File: src/rtl/pmv_defines.vh
`ifndef PMV_DEFINES_VH
`define PMV_DEFINES_VH

// ******************************************************
// Register select values within one transceiver
// ******************************************************
`define PMV_REG_LINE_CONTROL 5'h00
`define PMV_REG_LINE_STATUS 5'h01
`define PMV_REG_IDENT_HIGH 5'h02
`define PMV_REG_IDENT_LOW 5'h03
`define PMV_REG_NEG_OFFER 5'h04
`define PMV_REG_PARTNER_ABIL 5'h05

// ******************************************************
// Management frame constants
// ******************************************************
`define PMV_PREAMBLE_ONES 6'h20
`define PMV_OP_WRITE 2'h1
`define PMV_OP_READ 2'h2
`define PMV_HDR_BITS 4'hC
`define PMV_DATA_BITS 5'h10
`define PMV_SKIP_BITS 5'h12

// ******************************************************
// Control word fields (management view)
// ******************************************************
`define PMV_CTL_MDIX_OFF 3
`define PMV_CTL_FEF_OFF 2
`define PMV_CTL_TX_OFF 1
`define PMV_CTL_IND_OFF 0
`define PMV_CTL_RESET 4'h0

// ******************************************************
// Control byte fields (per-port switch view, regs 29/45)
// ******************************************************
`define PMV_SW_MDIX_OFF 2
`define PMV_SW_FEF_OFF 4
`define PMV_SW_TX_OFF 6
`define PMV_SW_IND_OFF 7

// ******************************************************
// Status word fields
// ******************************************************
`define PMV_STS_ABILITY 4'hF
`define PMV_STS_AN_DONE 5
`define PMV_STS_FEF 4
`define PMV_STS_AN_CAP 3
`define PMV_STS_LINK 2

// ******************************************************
// Offer word fields; switch view (regs 28/44) uses bits 4..0 and 7
// ******************************************************
`define PMV_ADV_PAUSE 10
`define PMV_ADV_100F 8
`define PMV_ADV_100H 7
`define PMV_ADV_10F 6
`define PMV_ADV_10H 5
`define PMV_ADV_SELECTOR 5'h01
`define PMV_ADV_RESET 6'h3F
`define PMV_SW_AN_EN 7

`endif

File: src/rtl/pmv_mdc_sense.v
`timescale 1ns/1ps
`default_nettype none

// Rising-edge detector on the management clock, one-cycle enable out
module pmv_mdc_sense (
   input wire clk_sys,
   input wire rst_n,
   input wire mdc,
   output wire mdc_rise
);

   reg mdc_q;

   // Previous level of the management clock
   always @(posedge clk_sys) begin
      if (!rst_n) begin
         mdc_q <= 1'b0;
      end else begin
         mdc_q <= mdc;
      end
   end

   assign mdc_rise = mdc & ~mdc_q;

endmodule // pmv_mdc_sense

`default_nettype wire

File: src/rtl/pmv_ctrl_mirror.v
`timescale 1ns/1ps
`default_nettype none

// One set of control bits written from two paths, so both views agree
module pmv_ctrl_mirror #(
   parameter WIDTH = 4,
   parameter [WIDTH-1:0] RESET_VAL = {WIDTH{1'b0}}
) (
   input wire clk_sys,
   input wire rst_n,
   input wire mii_wr,
   input wire [WIDTH-1:0] mii_mask,
   input wire [WIDTH-1:0] mii_data,
   input wire sw_wr,
   input wire [WIDTH-1:0] sw_mask,
   input wire [WIDTH-1:0] sw_data,
   output wire [WIDTH-1:0] bits
);

   reg [WIDTH-1:0] bits_q;

   // Per-bit update; switch path is tested first so it wins a same-cycle clash
   genvar i;
   generate
      for (i = 0; i < WIDTH; i = i + 1) begin : g_bit
         always @(posedge clk_sys) begin
            if (!rst_n) begin
               bits_q[i] <= RESET_VAL[i];
            end else if (sw_wr && sw_mask[i]) begin
               bits_q[i] <= sw_data[i];
            end else if (mii_wr && mii_mask[i]) begin
               bits_q[i] <= mii_data[i];
            end
         end
      end
   endgenerate

   assign bits = bits_q;

endmodule // pmv_ctrl_mirror

`default_nettype wire

File: src/rtl/pmv_phy_regs.v
`timescale 1ns/1ps
`default_nettype none
`include "pmv_defines.vh"

//Operation
//- Control bit 3 set disables automatic crossover; read/write, resets zero.
//- Control bit 2 set stops far-end fault detection; resets zero.
//- Control bit 1 set stops line transmission; resets zero.
//- Control bit 0 set turns indicator outputs off; resets zero.
//- Control fields mirror per-port switch control bits; either path seen by both.
//- Status four-pair capability bit always reads zero.
//- Status speed/duplex capability bits always read one.
//- Status bit 0, bits 10..7 and bit 6 read zero.
//- Status bit 5 shows negotiation complete; resets zero.
//- Status bit 4 shows far-end fault detected; resets zero.
//- Status bit 3 shows negotiation capability, mirrors enable, default one.
//- Status bit 2 shows link up; resets zero.
//- Register 2 returns fixed upper identifier word.
//- Register 3 returns fixed lower identifier word.
//- Offer bit 10 pause, read/write, resets one.
//- Offer bit 8 100 full duplex, read/write, resets one.
//- Offer bit 7 100 half duplex, read/write, resets one.
//- Offer bit 6 10 full duplex, read/write, resets one.
//- Offer bit 5 10 half duplex, read/write, resets one.
module pmv_phy_regs #(
   parameter [4:0] PHY_ADDR = 5'h01,
   parameter [15:0] IDENT_UPPER = 16'h1234, // Arbitrary value
   parameter [15:0] IDENT_LOWER = 16'h5678 // Arbitrary value
) (
   input wire clk_sys,
   input wire rst_n,
   input wire mdc,
   input wire mdio_in,
   output reg mdio_out,
   output reg mdio_oe,
   input wire sw_ctrl_wr,
   input wire [7:0] sw_ctrl_wdata,
   output wire [7:0] sw_ctrl_rdata,
   input wire sw_adv_wr,
   input wire [7:0] sw_adv_wdata,
   output wire [7:0] sw_adv_rdata,
   input wire negotiation_done,
   input wire link_up,
   input wire far_end_fault,
   input wire [4:0] partner_bits,
   input wire [2:0] indicator_raw,
   output reg [2:0] indicator_out,
   output wire mdix_off,
   output wire fef_detect_off,
   output wire tx_off,
   output wire indicator_off,
   output wire an_enable,
   output wire [4:0] offer_bits
);

   // ******************************************************
   // Frame receiver states
   // ******************************************************
   localparam [2:0] ST_IDLE = 3'h0;
   localparam [2:0] ST_START = 3'h1;
   localparam [2:0] ST_HDR = 3'h2;
   localparam [2:0] ST_RD_TA = 3'h3;
   localparam [2:0] ST_RD_DATA = 3'h4;
   localparam [2:0] ST_WR_TA = 3'h5;
   localparam [2:0] ST_WR_DATA = 3'h6;
   localparam [2:0] ST_SKIP = 3'h7;

   wire mdc_rise;
   wire [3:0] ctrl_bits;
   wire [5:0] adv_bits;
   reg [2:0] state_q;
   reg [2:0] state_d;
   reg [5:0] pre_cnt_q;
   reg [5:0] pre_cnt_d;
   reg [4:0] bit_cnt_q;
   reg [4:0] bit_cnt_d;
   reg [11:0] hdr_q;
   reg [11:0] hdr_d;
   reg [15:0] shift_q;
   reg [15:0] shift_d;
   reg mdio_out_d;
   reg mdio_oe_d;
   reg mii_wr;
   reg [15:0] rd_word;
   reg fef_seen_q;

   wire [4:0] hdr_reg = hdr_q[4:0];
   wire [11:0] hdr_next = {hdr_q[10:0], mdio_in};
   wire addr_hit = (hdr_next[9:5] == PHY_ADDR);
   wire wr_ctrl = mii_wr && (hdr_reg == `PMV_REG_LINE_CONTROL);
   wire wr_adv = mii_wr && (hdr_reg == `PMV_REG_NEG_OFFER);
   wire [15:0] wr_word = {shift_q[14:0], mdio_in};

   // ******************************************************
   // Management clock edge
   // ******************************************************
   pmv_mdc_sense u_mdc_sense (
      .clk_sys(clk_sys),
      .rst_n(rst_n),
      .mdc(mdc),
      .mdc_rise(mdc_rise)
   );

   // ******************************************************
   // Mirrored control and offer bits
   // ******************************************************
   // Control bits shared with the switch's per-port control byte
   pmv_ctrl_mirror #(
      .WIDTH(4),
      .RESET_VAL(`PMV_CTL_RESET)
   ) u_ctrl (
      .clk_sys(clk_sys),
      .rst_n(rst_n),
      .mii_wr(wr_ctrl),
      .mii_mask(4'hF),
      .mii_data(wr_word[3:0]),
      .sw_wr(sw_ctrl_wr),
      .sw_mask(4'hF),
      .sw_data({sw_ctrl_wdata[`PMV_SW_MDIX_OFF], sw_ctrl_wdata[`PMV_SW_FEF_OFF],
                sw_ctrl_wdata[`PMV_SW_TX_OFF], sw_ctrl_wdata[`PMV_SW_IND_OFF]}),
      .bits(ctrl_bits)
   );

   // Offer bits plus negotiation enable; enable is not writable from here
   pmv_ctrl_mirror #(
      .WIDTH(6),
      .RESET_VAL(`PMV_ADV_RESET)
   ) u_adv (
      .clk_sys(clk_sys),
      .rst_n(rst_n),
      .mii_wr(wr_adv),
      .mii_mask(6'h1F),
      .mii_data({1'b0, wr_word[`PMV_ADV_PAUSE], wr_word[`PMV_ADV_100F],
                 wr_word[`PMV_ADV_100H], wr_word[`PMV_ADV_10F], wr_word[`PMV_ADV_10H]}),
      .sw_wr(sw_adv_wr),
      .sw_mask(6'h3F),
      .sw_data({sw_adv_wdata[`PMV_SW_AN_EN], sw_adv_wdata[4:0]}),
      .bits(adv_bits)
   );

   assign mdix_off = ctrl_bits[`PMV_CTL_MDIX_OFF];
   assign fef_detect_off = ctrl_bits[`PMV_CTL_FEF_OFF];
   assign tx_off = ctrl_bits[`PMV_CTL_TX_OFF];
   assign indicator_off = ctrl_bits[`PMV_CTL_IND_OFF];
   assign an_enable = adv_bits[5];
   assign offer_bits = adv_bits[4:0];

   // Switch-side read-back places each bit at its own byte position
   assign sw_ctrl_rdata = {ctrl_bits[`PMV_CTL_IND_OFF], ctrl_bits[`PMV_CTL_TX_OFF], 1'b0,
                           ctrl_bits[`PMV_CTL_FEF_OFF], 1'b0,
                           ctrl_bits[`PMV_CTL_MDIX_OFF], 2'h0};
   assign sw_adv_rdata = {adv_bits[5], 2'h0, adv_bits[4:0]};

   // ******************************************************
   // Line side effects of the control bits
   // ******************************************************
   // Indicators blanked by register, registered to keep the pins glitch free
   always @(posedge clk_sys) begin
      if (!rst_n) begin
         indicator_out <= 3'h0;
      end else begin
         indicator_out <= indicator_off ? 3'h0 : indicator_raw;
      end
   end

   // Fault report only while detection is allowed
   always @(posedge clk_sys) begin
      if (!rst_n) begin
         fef_seen_q <= 1'b0;
      end else begin
         fef_seen_q <= far_end_fault & ~fef_detect_off;
      end
   end

   // ******************************************************
   // Read data selection
   // ******************************************************

   // Unsupported and reserved fields are constant zeros
   always @* begin
      rd_word = 16'h0000;
      case (hdr_reg)
         `PMV_REG_LINE_CONTROL: begin
            rd_word[3:0] = ctrl_bits;
         end
         `PMV_REG_LINE_STATUS: begin
            rd_word[15] = 1'b0;
            rd_word[14:11] = `PMV_STS_ABILITY;
            rd_word[10:6] = 5'h00;
            rd_word[`PMV_STS_AN_DONE] = negotiation_done;
            rd_word[`PMV_STS_FEF] = fef_seen_q;
            rd_word[`PMV_STS_AN_CAP] = adv_bits[5];
            rd_word[`PMV_STS_LINK] = link_up;
            rd_word[0] = 1'b0;
         end
         `PMV_REG_IDENT_HIGH: begin
            rd_word = IDENT_UPPER;
         end
         `PMV_REG_IDENT_LOW: begin
            rd_word = IDENT_LOWER;
         end
         `PMV_REG_NEG_OFFER: begin
            rd_word[`PMV_ADV_PAUSE] = adv_bits[4];
            rd_word[`PMV_ADV_100F] = adv_bits[3];
            rd_word[`PMV_ADV_100H] = adv_bits[2];
            rd_word[`PMV_ADV_10F] = adv_bits[1];
            rd_word[`PMV_ADV_10H] = adv_bits[0];
            rd_word[4:0] = `PMV_ADV_SELECTOR;
         end
         `PMV_REG_PARTNER_ABIL: begin
            rd_word[10] = partner_bits[4];
            rd_word[8:5] = partner_bits[3:0];
         end
         default: rd_word = 16'h0000;
      endcase
   end

   // ******************************************************
   // Management frame engine
   // ******************************************************

   // Advances once per rising management clock edge
   always @* begin
      state_d = state_q;
      pre_cnt_d = pre_cnt_q;
      bit_cnt_d = bit_cnt_q;
      hdr_d = hdr_q;
      shift_d = shift_q;
      mdio_out_d = mdio_out;
      mdio_oe_d = mdio_oe;
      mii_wr = 1'b0;
      if (mdc_rise) begin
         case (state_q)
            ST_IDLE: begin
               if (mdio_in) begin
                  if (pre_cnt_q != `PMV_PREAMBLE_ONES) begin
                     pre_cnt_d = pre_cnt_q + 6'h01;
                  end
               end else if (pre_cnt_q == `PMV_PREAMBLE_ONES) begin
                  state_d = ST_START;
               end else begin
                  pre_cnt_d = 6'h00;
               end
            end
            ST_START: begin
               pre_cnt_d = 6'h00;
               bit_cnt_d = 5'h00;
               state_d = mdio_in ? ST_HDR : ST_IDLE;
            end
            ST_HDR: begin
               hdr_d = hdr_next;
               bit_cnt_d = bit_cnt_q + 5'h01;
               if (bit_cnt_q == {1'b0, `PMV_HDR_BITS} - 5'h01) begin
                  bit_cnt_d = 5'h00;
                  // Frames for the other transceiver are timed out, not answered
                  if (addr_hit && hdr_next[11:10] == `PMV_OP_READ) begin
                     state_d = ST_RD_TA;
                  end else if (addr_hit && hdr_next[11:10] == `PMV_OP_WRITE) begin
                     state_d = ST_WR_TA;
                  end else begin
                     state_d = ST_SKIP;
                  end
               end
            end
            ST_RD_TA: begin
               // Second turnaround bit: take the line and drive zero
               mdio_oe_d = 1'b1;
               mdio_out_d = 1'b0;
               shift_d = rd_word;
               bit_cnt_d = 5'h00;
               state_d = ST_RD_DATA;
            end
            ST_RD_DATA: begin
               if (bit_cnt_q == `PMV_DATA_BITS) begin
                  mdio_oe_d = 1'b0;
                  mdio_out_d = 1'b0;
                  state_d = ST_IDLE;
               end else begin
                  mdio_out_d = shift_q[15];
                  shift_d = {shift_q[14:0], 1'b0};
                  bit_cnt_d = bit_cnt_q + 5'h01;
               end
            end
            ST_WR_TA: begin
               bit_cnt_d = bit_cnt_q + 5'h01;
               if (bit_cnt_q == 5'h01) begin
                  bit_cnt_d = 5'h00;
                  state_d = ST_WR_DATA;
               end
            end
            ST_WR_DATA: begin
               shift_d = wr_word;
               bit_cnt_d = bit_cnt_q + 5'h01;
               if (bit_cnt_q == `PMV_DATA_BITS - 5'h01) begin
                  // Only control and offer words take writes
                  mii_wr = 1'b1;
                  state_d = ST_IDLE;
               end
            end
            ST_SKIP: begin
               bit_cnt_d = bit_cnt_q + 5'h01;
               if (bit_cnt_q == `PMV_SKIP_BITS - 5'h01) begin
                  state_d = ST_IDLE;
               end
            end
            default: begin
               state_d = ST_IDLE;
            end
         endcase
      end
   end

   // Frame engine registers
   always @(posedge clk_sys) begin
      if (!rst_n) begin
         state_q <= ST_IDLE;
         pre_cnt_q <= 6'h00;
         bit_cnt_q <= 5'h00;
         hdr_q <= 12'h000;
         shift_q <= 16'h0000;
         mdio_out <= 1'b0;
         mdio_oe <= 1'b0;
      end else begin
         state_q <= state_d;
         pre_cnt_q <= pre_cnt_d;
         bit_cnt_q <= bit_cnt_d;
         hdr_q <= hdr_d;
         shift_q <= shift_d;
         mdio_out <= mdio_out_d;
         mdio_oe <= mdio_oe_d;
      end
   end

endmodule // pmv_phy_regs

`default_nettype wire

File: config.mk
export PLATFORM = sky130hd
export DESIGN_NAME = pmv_phy_regs
export DESIGN_NICKNAME = d
export VERILOG_FILES = /design/src/rtl/pmv_mdc_sense.v /design/src/rtl/pmv_ctrl_mirror.v /design/src/rtl/pmv_phy_regs.v
export VERILOG_INCLUDE_DIRS = /design/src /design/src/rtl
export SDC_FILE = /design/constraint.sdc
export NUM_CORES = 1
export LEC_CHECK = 0
export BUFFER_PORTS_ARGS = -buffer_cell sky130_fd_sc_hd__buf_2
export CORE_UTILIZATION = 30
export DETAILED_ROUTE_END_ITERATION = 16
export PLACE_DENSITY = 0.57
export SYNTH_ARGS = -nofsm -noshare
export SYNTH_HDL_FRONTEND = slang
export SYNTH_HIERARCHICAL = 1
export SYNTH_SLANG_ARGS = --single-unit
File: constraint.sdc
create_clock -name clk_sys -period 4.1 [get_ports clk_sys]
set_clock_uncertainty 0.15 [all_clocks]
set_input_delay 0.615 -clock clk_sys [delete_from_list [all_inputs] [get_ports clk_sys]]
set_output_delay 0.615 -clock clk_sys [all_outputs]
set_load 0.02 [all_outputs]
* Word-level counts from Yosys, hierarchy flattened
Cells that the tools add are included.
Word-level totals: register bits after elaboration 58, input bits 33, output and inout bits 31, word-level logic and storage cells 136
Cells by class: multiplexer cells 54, eq/ne operators 32, bitwise logic cells 5, add/subtract/negate cells 2, reductions and logical operators 23
Operators with widths (number):
- $pmux W16 S3 | 1
- $mux W1 | 25
- $pmux W5 S5 | 1
- $mux W3 | 8
- $pmux W3 S8 | 1
- $pmux W4 S5 | 1
- $mux W6 | 3
- $mux W16 | 1
- $ne A2 B2 Y1 const B | 8
- $eq A5 B1 Y1 const B | 3
- $mux W5 | 3
- $eq A3 B3 Y1 const B | 4
- $pmux W4 S3 | 1
- $pmux W6 S2 | 1
- $eq A5 B2 Y1 const B | 2
- $eq A5 B3 Y1 const B | 2
- $eq A5 B4 Y1 const B | 2
- $eq A5 B5 Y1 const B | 2
- $reduce_and A3 Y1 | 3
- $pmux W1 S2 | 4
- $pmux W2 S4 | 1
- $reduce_and A8 Y1 | 1
- $reduce_bool A2 Y1 | 4
- $reduce_or A2 Y1 | 4
- 20 further kinds | 30

* Longest topological paths before layout
Gate-level depths: netlist of the first run.
depth after elaboration 7, gate-level depth with buffers 8, gate-level depth less buffers 8

* By module
The synthesis of the first run kept the hierarchy.
Modules (own cells, without submodules):
- pmv_phy_regs | times used 1, seq. area each 940.9 um^2, cells an instance 337, area an instance 2706.3 um^2
- pmv_ctrl_mirror at u_adv | times used 1, seq. area each 120.1 um^2, cells an instance 39, area an instance 409.1 um^2
- pmv_ctrl_mirror at u_ctrl | times used 1, seq. area each 80.1 um^2, cells an instance 24, area an instance 230.2 um^2
- pmv_mdc_sense | times used 1, seq. area each 20.0 um^2, cells an instance 3, area an instance 40.0 um^2

* Worst setup path after synthesis of the first run
Ideal clock, no wire load.
kind reg2reg, start reg state_q[2], end reg u_ctrl.bits_q[1], in the netlist u_ctrl/bits[1], stages on the path, launching flop included 8, setup time 122 ps, data required time 3828 ps, setup slack 1838 ps, clock period less this slack 2262 ps, arrival 1990 ps, path buffers 2, cell sequence dfxtp_1 buf_2 and2b_1 clkbuf_1 nand4_1 nor4_1 a21boi_0 o311a_1
Between the ends: cells in the longest elaborated chain, start to end 5
RTL lines:
- start, declared | RTL line pmv_phy_regs.v:71 | reg [2:0] state_q;
- start signal, assigned | RTL line pmv_phy_regs.v:324 | state_q <= state_d;
- $eq A3 B3 Y1 | RTL line pmv_phy_regs.v:233 | case (state_q)
- $mux W1 | RTL line pmv_phy_regs.v:233
- $mux W1 | RTL line pmv_phy_regs.v:232 | if (mdc_rise) begin
- $logic_and A1 B1 Y1 | RTL line pmv_phy_regs.v:90 | wire wr_ctrl = mii_wr && (hdr_reg == `PMV_REG_LINE_CONTROL);
- via wr_ctrl | RTL line pmv_phy_regs.v:90
- $reduce_bool A2 Y1 (no line)
- end signal, assigned by index | RTL line pmv_ctrl_mirror.v:28 | bits_q[i] <= RESET_VAL[i];
- end signal, assigned by index | RTL line pmv_ctrl_mirror.v:30 | bits_q[i] <= sw_data[i];
- end signal, assigned by index | RTL line pmv_ctrl_mirror.v:32 | bits_q[i] <= mii_data[i];
- end, declared | RTL line pmv_ctrl_mirror.v:20 | reg [WIDTH-1:0] bits_q;
The timed path passes the listed nets, and every way through them passes these cells. A chain may end at the register's enable or synchronous reset.

* Worst setup path in the final report of the first run
start reg state_q[2], end reg shift_q[9]
Between the ends: cells in the longest elaborated chain, start to end 3, elaborated cells between the ends (all ways) 7, those cells by class eq/ne (4); mux (1); reduce/logical (2)
RTL lines:
- $eq A3 B3 Y1 / $eq A3 B2 Y1 (equally long branches) | RTL line pmv_phy_regs.v:233
- $ne A2 B2 Y1 (no line) / $reduce_bool A3 Y1 (equally long branches)
- $reduce_and A3 Y1 (no line)
- end signal, assigned | RTL line pmv_phy_regs.v:328 | shift_q <= shift_d;
- end, declared | RTL line pmv_phy_regs.v:79 | reg [15:0] shift_q;
Parallel ways exist; a longest one is shown, timed or not.

==> metrics, run 1 <==
Peak VDD IR=0.000200 V; leakage power=about 1.8 nW; Final Hold Viols=0; fin crit share=67.8%; largest net degree at the start of global routing=between 50 and 60; Filler cells=1133; setup_tns=0 ns; postcts setup bufs=0; Horiz. Die Dim=108 um; die area=between 10000 and 15000 sq um; CP Max Fanout=21; sequential cell area fraction in the yosys report=roughly a third; routed len/inst=12.8 um; ratio of cells with drive above 1 in the final layout=18.8%; Max-Cap Viols=0; R2R cell count=7; ANT cells=0; final setup vio count=0; Mean Syn Cell Area=8.40 sq um; worst r2r src=state_q[2]; hold crit path type=flip-flop to flip-flop; crit path time final=2.78 ns; critical path launch point type=flip-flop; total track usage=14.7%; root buf cell=clkbuf_16; RSZ-0062 raised after global routing=false; dpl cell area=3780 sq um; Req. time, crit path=approximately 4.2 ns; DRC errors left=0; Via Count=3000; post-CTS sizing=0; RePlAce Congestion=0.756; max-slew violations=0; Die Ht=108 um; WL final=7.95 mm; first-pass GRT wire length=13.5 mm; first-pass iteration count of the detailed router=5; EDFF count, synth=0; fraction of registers with async set/reset=0%; floorplan core area=between 10000 and 15000 sq um; slew margin rel.=a little over a third; grt total ovfl=0; Initial Utilization=31.0%; Setup CP Type=flip-flop to flip-flop; Reg-to-Reg End=shift_q[9]; CTS tree=done; post-synthesis cell count=403; #FFs+latches synth=58; fin nets=514; Max H-tree Level=3; number of global-route vias before repair=2757; clk slew on worst S/H paths=0.06 ns; worst hold stages=1; Critical Path End Type=flip-flop; TritonCTS Buffers=9; hpwl dp=5.42 mm; CTS Hold Bufs=0; initial antenna violation count=0; Worst-Skew Late Latency=0.33 ns; Hold Path Origin=u_ctrl/bits[2]; Sinks on Clock Net=58; IO Count=64; area grow syn2layout=22.0%; count of different cell masters after synthesis=67; FMAX=360 MHz; Max clock buf depth=2; Final Cell Area=4130 sq um; status=completed; cell area after synthesis=3390 sq um; vias per inst=4.84; first-iteration detailed-routing DRC count=about 200; number of buffers added on ports=51; worst slew pin tran=0.951 ns; r2r setup slk=approximately 1.3 ns; ANT nets after route=0; Hold Crit Endpoint=fef_seen_q; pwr dens=about 380 nW/um^2; dominant synthesized flop cell=dfxtp_1; worst path arrival time=2.84 ns; Synth Warn #=6; row cnt=38
## routing by layer
layer | part of all wire, % | vias up | track usage, % | routed length [um]
li1 | - | 1551 | - | -
met1 | 52 | 1374 | 20.0 | 4110
met2 | 43 | 67 | 22.5 | 3450
met3 | 3.6 | 8 | 2.59 | 286
met4 | 1.3 | 0 | 6.26 | 100
met5 | 0 | - | 0 | 0
## how the worst max path moves through the flow
stage	end	slack, ns	startpoint	cells after the start
2_1_floorplan	u_ctrl/bits[1]	1.84	state_q[2]	7
3_3_place_gp	shift_q[0]	1.42	state_q[2]	6
3_5_place_dp	shift_q[9]	1.37	state_q[2]	7
4_1_cts	shift_q[9]	1.33	state_q[2]	7
5_1_grt	shift_q[6]	1.06	state_q[2]	7
6_report	shift_q[9]	1.32	state_q[2]	7
## critical path: stages, from the launching register on
cell	delay, ns
dfxtp_1	0.73
and2b_1	0.23
buf_4	0.25
o21ai_1	0.12
a21oi_2	0.69
buf_4	0.28
nand3_1	0.08
o211a_1	0.14
## cells by family after synthesis
| group | count (synthesis) | share of synthesized area, % |
|---|---|---|
| DFF | 58 | 34.3 |
| xor gates and xnor gates | 4 | 1.03 |
| adders and majority gates | 6 | 2.22 |
| buffers and inverters | 49 | 8.39 |
| other | 2 | 0.222 |
| and+or+nand+nor | 172 | 27.8 |
| muxes | 3 | 0.887 |
| AOI/OAI and AO/OA | 109 | 25.1 |
## synthesized netlist by cell type (10+ instances only)
cell,number,share of area (%)
dfxtp_1,58,34
nand2_1,53,5.9
a21oi_1,23,3.4
nand3_1,23,3.4
nor2_1,18,2.0
buf_4,17,3.8
a21boi_0,16,3.5
o21ai_0,13,1.9
nor2b_1,12,2.2
buf_2,11,1.6
o211a_1,10,3.0
## cell type report
type                    instances  area [sq um]  share of cell area (%)
well taps                     140           175                    4.24
clock inverters                 6           114                    2.76
flip-flops and latches         58          1160                    28.1
multi-input cells             341          2110                    51.2
repair buffers                 56           293                    7.09
clock buffers                  10           239                    5.79
inverters                       9          33.8                   0.818
## cells in the final DEF, fill, tap and decap left out, types with 5 or more instances in the layout
cell       synthesis  final
dfxtp_1           58     58
nand2_1           53     53
buf_2             11     51
conb_1             2     47
nand3_1           23     23
a21oi_1           23     22
nor2_1            18     18
a21boi_0          16     16
o21ai_0           13     13
nor2b_1           12     12
o211a_1           10     10
and2_1             9      9
clkbuf_16          0      9
inv_1              8      8
nand4_1            6      6
nand3b_1           6      6
and3_1             6      6
ha_1               6      6
and4b_1            6      6
or3_1              5      5
nand2b_1           5      5
buf_4             17      5
## power by group
part	total (mW)	leakage, nW	internal (mW)	switching (mW)
combinational	0.106	1.20	0.0429	0.0629
sequential	0.586	0.470	0.575	0.0110
clock	0.883	0.165	0.611	0.272
total	1.57	1.83	1.23	0.346
## registers in the layout, indices dropped and copies added, names as in the netlist, 3 cells and up
register       cells
state_q            3
bit_cnt_q          5
indicator_out      3
u_adv/bits         6
pre_cnt_q          6
shift_q           16
hdr_q             11
u_ctrl/bits        4
## per-stage QoR
stage                     util [%]  hold WS [ns]  setup slack [ns]  cells  total power [mW]
after floorplan                  -         0.301              1.84    448             0.677
after global placement        34.5         0.312              1.42    604             0.702
after detailed placement      34.5         0.327              1.37    604             0.704
after CTS                     37.8         0.337              1.33    620              1.59
after global routing          37.8         0.351              1.06    620              1.63
final                         37.8         0.334              1.32    620              1.57
Power figures use the tool's default switching activity.
==> run 2: changes to the inputs <==
PLACE_DENSITY = 0.59   (was 0.57)
clock period = 2.4 ns   (was 4.1 ns; I/O delays follow)
==> metrics, run 2 (same netlist as run 1, synthesis figures left out) <==
sequential standard cell area=1160 sq um; slew margin rel.=55.3%; grt total ovfl=0; met1 WL=4.00 mm; final setup vio count=0; Setup CP Type=flip-flop to flip-flop; crit path launch=bit_cnt_q[0]; ANT cells=0; dpl cell area=3840 sq um; Filler cells=1142; r2r setup slk=0.15 ns; worst path arrival time=2.31 ns; Final Hold Viols=0; Setup crit end=u_ctrl/bits[0]; worst r2r src=bit_cnt_q[0]; total track usage=15.0%; critical path launch point type=flip-flop; WL final=just over 8 mm; pwr dens=613 nW/um^2; root buf cell=clkbuf_16; met2 WL=3.63 mm; vias per inst=4.94; clk slew on worst S/H paths=0.05 ns; Max H-tree Level=3; Req. time, crit path=~2.5 ns; leakage power=about 1.9 nW; first-pass iteration count of the detailed router=4; max-slew violations=0; Critical Path End Type=flip-flop; Die Ht=108 um; initial antenna violation count=0; die area=11700 sq um; routed len/inst=12.9 um; footprint of the multi-input gates=approximately 2100 sq um; number of buffers added on ports=51; Max clock buf depth=2; area grow syn2layout=23.3%; IO Count=64; hpwl dp=5.64 mm; FMAX=445 MHz; Initial Utilization=a little under a third; Final Cell Area=4180 sq um; commonest cells after routing, fill and taps aside=56 x dfxtp_1, 53 x nand2_1, 51 x buf_2; ANT nets after route=0; CP Max Fanout=8; Reg with most FFs=shift_q; Sinks on Clock Net=58; largest net degree at the start of global routing=37; fin crit share=93.6%; number of global-route vias before repair=2844; first-pass GRT wire length=13.8 mm; row cnt=38; DR WL met3=366 um; RePlAce Congestion=roughly 0.76; setup_tns=0 ns; worst slew pin tran=0.670 ns; Max-Cap Viols=0; max FFs per register=16; postcts setup bufs=0; DRC errors left=0; Largest regs=shift_q x16, hdr_q x11; Horiz. Die Dim=108 um; Worst-Skew Late Latency=approximately 0.33 ns; crit path time final=2.25 ns; ratio of cells with drive above 1 in the final layout=20.9%; fin nets=523; status=completed; Max Used Layer=met4; RSZ-0062 raised after global routing=false; TritonCTS Buffers=9; first-iteration detailed-routing DRC count=177; Peak VDD IR=0.000304 V; CTS tree=done; Via Count=3110; floorplan core area=10900 sq um; R2R cell count=8; hold crit path type=input pin to flip-flop; Reg-to-Reg End=u_ctrl/bits[0]; commonest non-fill, non-tap cell in the layout=dfxtp_1
## run 2: changes by cell type in the layout (fill, tap and decap cells not counted), moves of 2 or more
cell | previous run | this run
clkinv_2 | 0 | 2
dfxtp_2 | 0 | 2
dfxtp_1 | 58 | 56
buf_4 | 5 | 14
## run 2: worst min-delay path by stage
stage,startpoint,end,cells past startpoint
2_1_floorplan,hdr_q[10],hdr_q[10],2
3_3_place_gp,hdr_q[10],hdr_q[10],2
3_5_place_dp,hdr_q[8],hdr_q[9],2
4_1_cts,indicator_raw[2],indicator_out[2],2
5_1_grt,indicator_raw[0],indicator_out[0],2
6_report,indicator_raw[0],indicator_out[0],2
## run 2: repair_timing
item                                    4_1_cts  5_1_grt
endpoints found under the setup margin        0        4
resized for setup                             0        4
hold buffers                                  0        0
## run 2: where the power goes
part	switching (mW)	internal [mW]	leakage, nW
Combinational	0.108	0.0747	1.24
Sequential	0.0188	0.983	0.471
Clock	0.442	0.932	0.156
## run 2: critical path, cell delays in order, from the launching register on
cell and delay (ns):
dfxtp_2 0.36, ha_2 0.20, and3_2 0.18, ha_1 0.18
nand4_1 0.16, nor4_2 0.29, buf_4 0.19, a21boi_0 0.10
o311a_1 0.33
## run 2: area by class of cell
cell class              count  share of cell area [%]
repair buffers             65                    8.63
well taps                 140                    4.20
flip-flops and latches     58                    27.9
multi-input cells         341                    50.8
inverters                   9                   0.809
clock inverters             5                    1.86
clock buffers              11                    5.81
## run 2: per-stage QoR
| stage | total power, mW | setup WS, ns | utilization, % | cells | hold slack (ns) |
|---|---|---|---|---|---|
| 6_report | 2.56 | 0.153 | 38.2 | 629 | 0.0902 |
| 5_1_grt | 2.67 | 0.0119 | 38.2 | 629 | 0.0811 |
| 4_1_cts | 2.58 | 0.0999 | 38.1 | 629 | 0.0852 |
| 3_5_place_dp | 1.21 | 0.126 | 35.1 | 613 | 0.321 |
| 3_3_place_gp | 1.20 | 0.112 | 35.1 | 613 | 0.308 |
| 2_1_floorplan | 1.16 | 0.138 | - | 448 | 0.301 |
## run 2: metal layers
metal | GRT usage [%] | vias to the layer above
li1 | - | 1566
met1 | 19.9 | 1444
met2 | 23.3 | 92
met3 | 3.68 | 8
met4 | 5.87 | 0
met5 | 0 | -
==> run 3: changes to the inputs <==
REMOVE_ABC_BUFFERS = 1   (was default)
==> metrics, run 3 (same netlist as run 1, synthesis figures left out) <==
Sw Share=24.0%; ratio of cells with drive above 1 in the final layout=21.1%; Critical Path End Type=flip-flop; first-pass GRT wire length=13.6 mm; WL final=8.15 mm; cell-internal power=1.89 mW; critical path launch point type=flip-flop; Peak VDD IR=0.000373 V; Req. time, crit path=2.46 ns; Critical-path top delay cell=dfxtp_4; Largest regs=shift_q x16, hdr_q x11; Via Count=3096; hold crit path type=input pin to flip-flop; final setup vio count=0; Clock power frac=52.3%; CP delay by family, top=simple AND/OR/NAND/NOR gates; DRC errors left=0; max FFs per register=16; TritonCTS Buffers=9; Net Sw Power=595 uW; worst path arrival time=2.29 ns; root buf cell=clkbuf_16; clk slew on worst S/H paths=0.06 ns; leakage power=between 1.5 and 2 nW; number of buffers added on ports=between 50 and 60; slew margin rel.=53.5%; Max H-tree Level=3; crit path time final=approximately 2.2 ns; dpl cell area=3850 sq um; Buf/Inv on CP=1; vias per inst=between 4 and 5; Worst-Skew Late Latency=~0.32 ns; CTS Hold Bufs=0; fin crit share=92.7%; Sinks on Clock Net=58; row cnt=38; Reg with most FFs=shift_q; largest net degree at the start of global routing=35; first-pass iteration count of the detailed router=5; Max-Cap Viols=0; Seq pwr share=between 40% and 50%; total track usage=14.7%; Setup CP Type=flip-flop to flip-flop; Max clock buf depth=2; commonest non-fill, non-tap cell in the layout=dfxtp_1; status=completed; Comb power frac=7.5%; worst slew pin tran=0.695 ns; number of global-route vias before repair=2933; RePlAce Congestion=between 0.7 and 0.8; floorplan core area=10900 sq um; max-slew violations=0; area grow syn2layout=23.5%; initial antenna violation count=0; pwr dens=a little under 600 nW/um^2; Final Util=around two fifths; CTS tree=done; FMAX=450 MHz; fin nets=roughly 520; commonest cells after routing, fill and taps aside=56 x dfxtp_1, 53 x nand2_1, 51 x buf_2; Die Ht=108 um; hpwl dp=5.74 mm; first-iteration detailed-routing DRC count=166; CP Max Fanout=8; ANT nets after route=0; die area=11700 sq um; Horiz. Die Dim=108 um; Initial Utilization=31.0%; Crit path largest cell delay=0.37 ns; Hold Slack=0.0890 ns; Final Hold Viols=0; Final Cell Area=4180 sq um; worst-path cell chain=ha_4 > and3_2 > ha_2 > nand4_1 > nor4_2 > buf_4 > a21boi_0 > o311a_1; IO Count=64; routed len/inst=13.0 um; RSZ-0062 raised after global routing=false; Total Power=2.48 mW; ANT cells=0; grt total ovfl=0
run 3: changes by cell type in the layout (fill, tap and decap cells not counted):
cell / change
a21boi_0: -1
a21boi_1: +1
buf_12: +1
buf_4: -2
bufinv_16: -1
clkbuf_1: -1
clkinv_2: -1
clkinv_4: +1
clkinvlp_4: +2
dfxtp_2: -2
dfxtp_4: +2
ha_1: -1
ha_4: +1
run 3: area by class of cell:
class	count	area, sq um
clock buffers	10	239
clock inverters	6	66.3
fillers	1146	6750
inverters	9	33.8
multi-input cells	341	2130
flip-flops and latches	58	1170
well taps	140	175
repair buffers	64	365
run 3: power groups by stage:
stage | Clock (mW) | Combinational [mW] | Sequential (mW)
detailed placement | 0 | 0.186 | 1.02
floorplan | 0 | 0.0798 | 1.04
global route | 1.39 | 0.207 | 1.00
CTS | 1.34 | 0.187 | 1.00
finish | 1.30 | 0.187 | 0.998
global placement | 0 | 0.182 | 1.02
run 3: path summary, 6_finish.rpt:
path	start	end	slack (ns)	depth (start not counted)
worst max-delay path	bit_cnt_q[0]	u_ctrl/bits[1]	0.18	8
worst min-delay path	indicator_raw[2]	indicator_out[2]	0.09	2
worst max register to register	bit_cnt_q[0]	u_ctrl/bits[1]	0.18	8
worst min register to register	hdr_q[10]	hdr_q[10]	0.32	2
run 3: stage by stage:
step	std cells	TNS, ns	setup slack [ns]
floorplan	408	-8.60	-0.677
global placement	612	0	0.0979
CTS	628	0	0.156
detailed placement	612	0	0.192
finish	628	0	0.176
global route	628	0	0.00455
run 3: timing repair:
item / CTS / global route
resized for setup: 0 / 9
setup buffers: 0 / 0
setup endpoints to repair: 0 / 4
run 3: routing by layer:
metal | track usage (%) | part of all wire (%) | up-vias | routed length [um]
met5 | 0 | 0 | - | 0
met4 | 5.68 | 1.3 | 0 | 108
met3 | 3.07 | 4.0 | 7 | 322
met2 | 24.3 | 48 | 75 | 3880
met1 | 18.7 | 47 | 1449 | 3840
li1 | - | - | 1565 | -
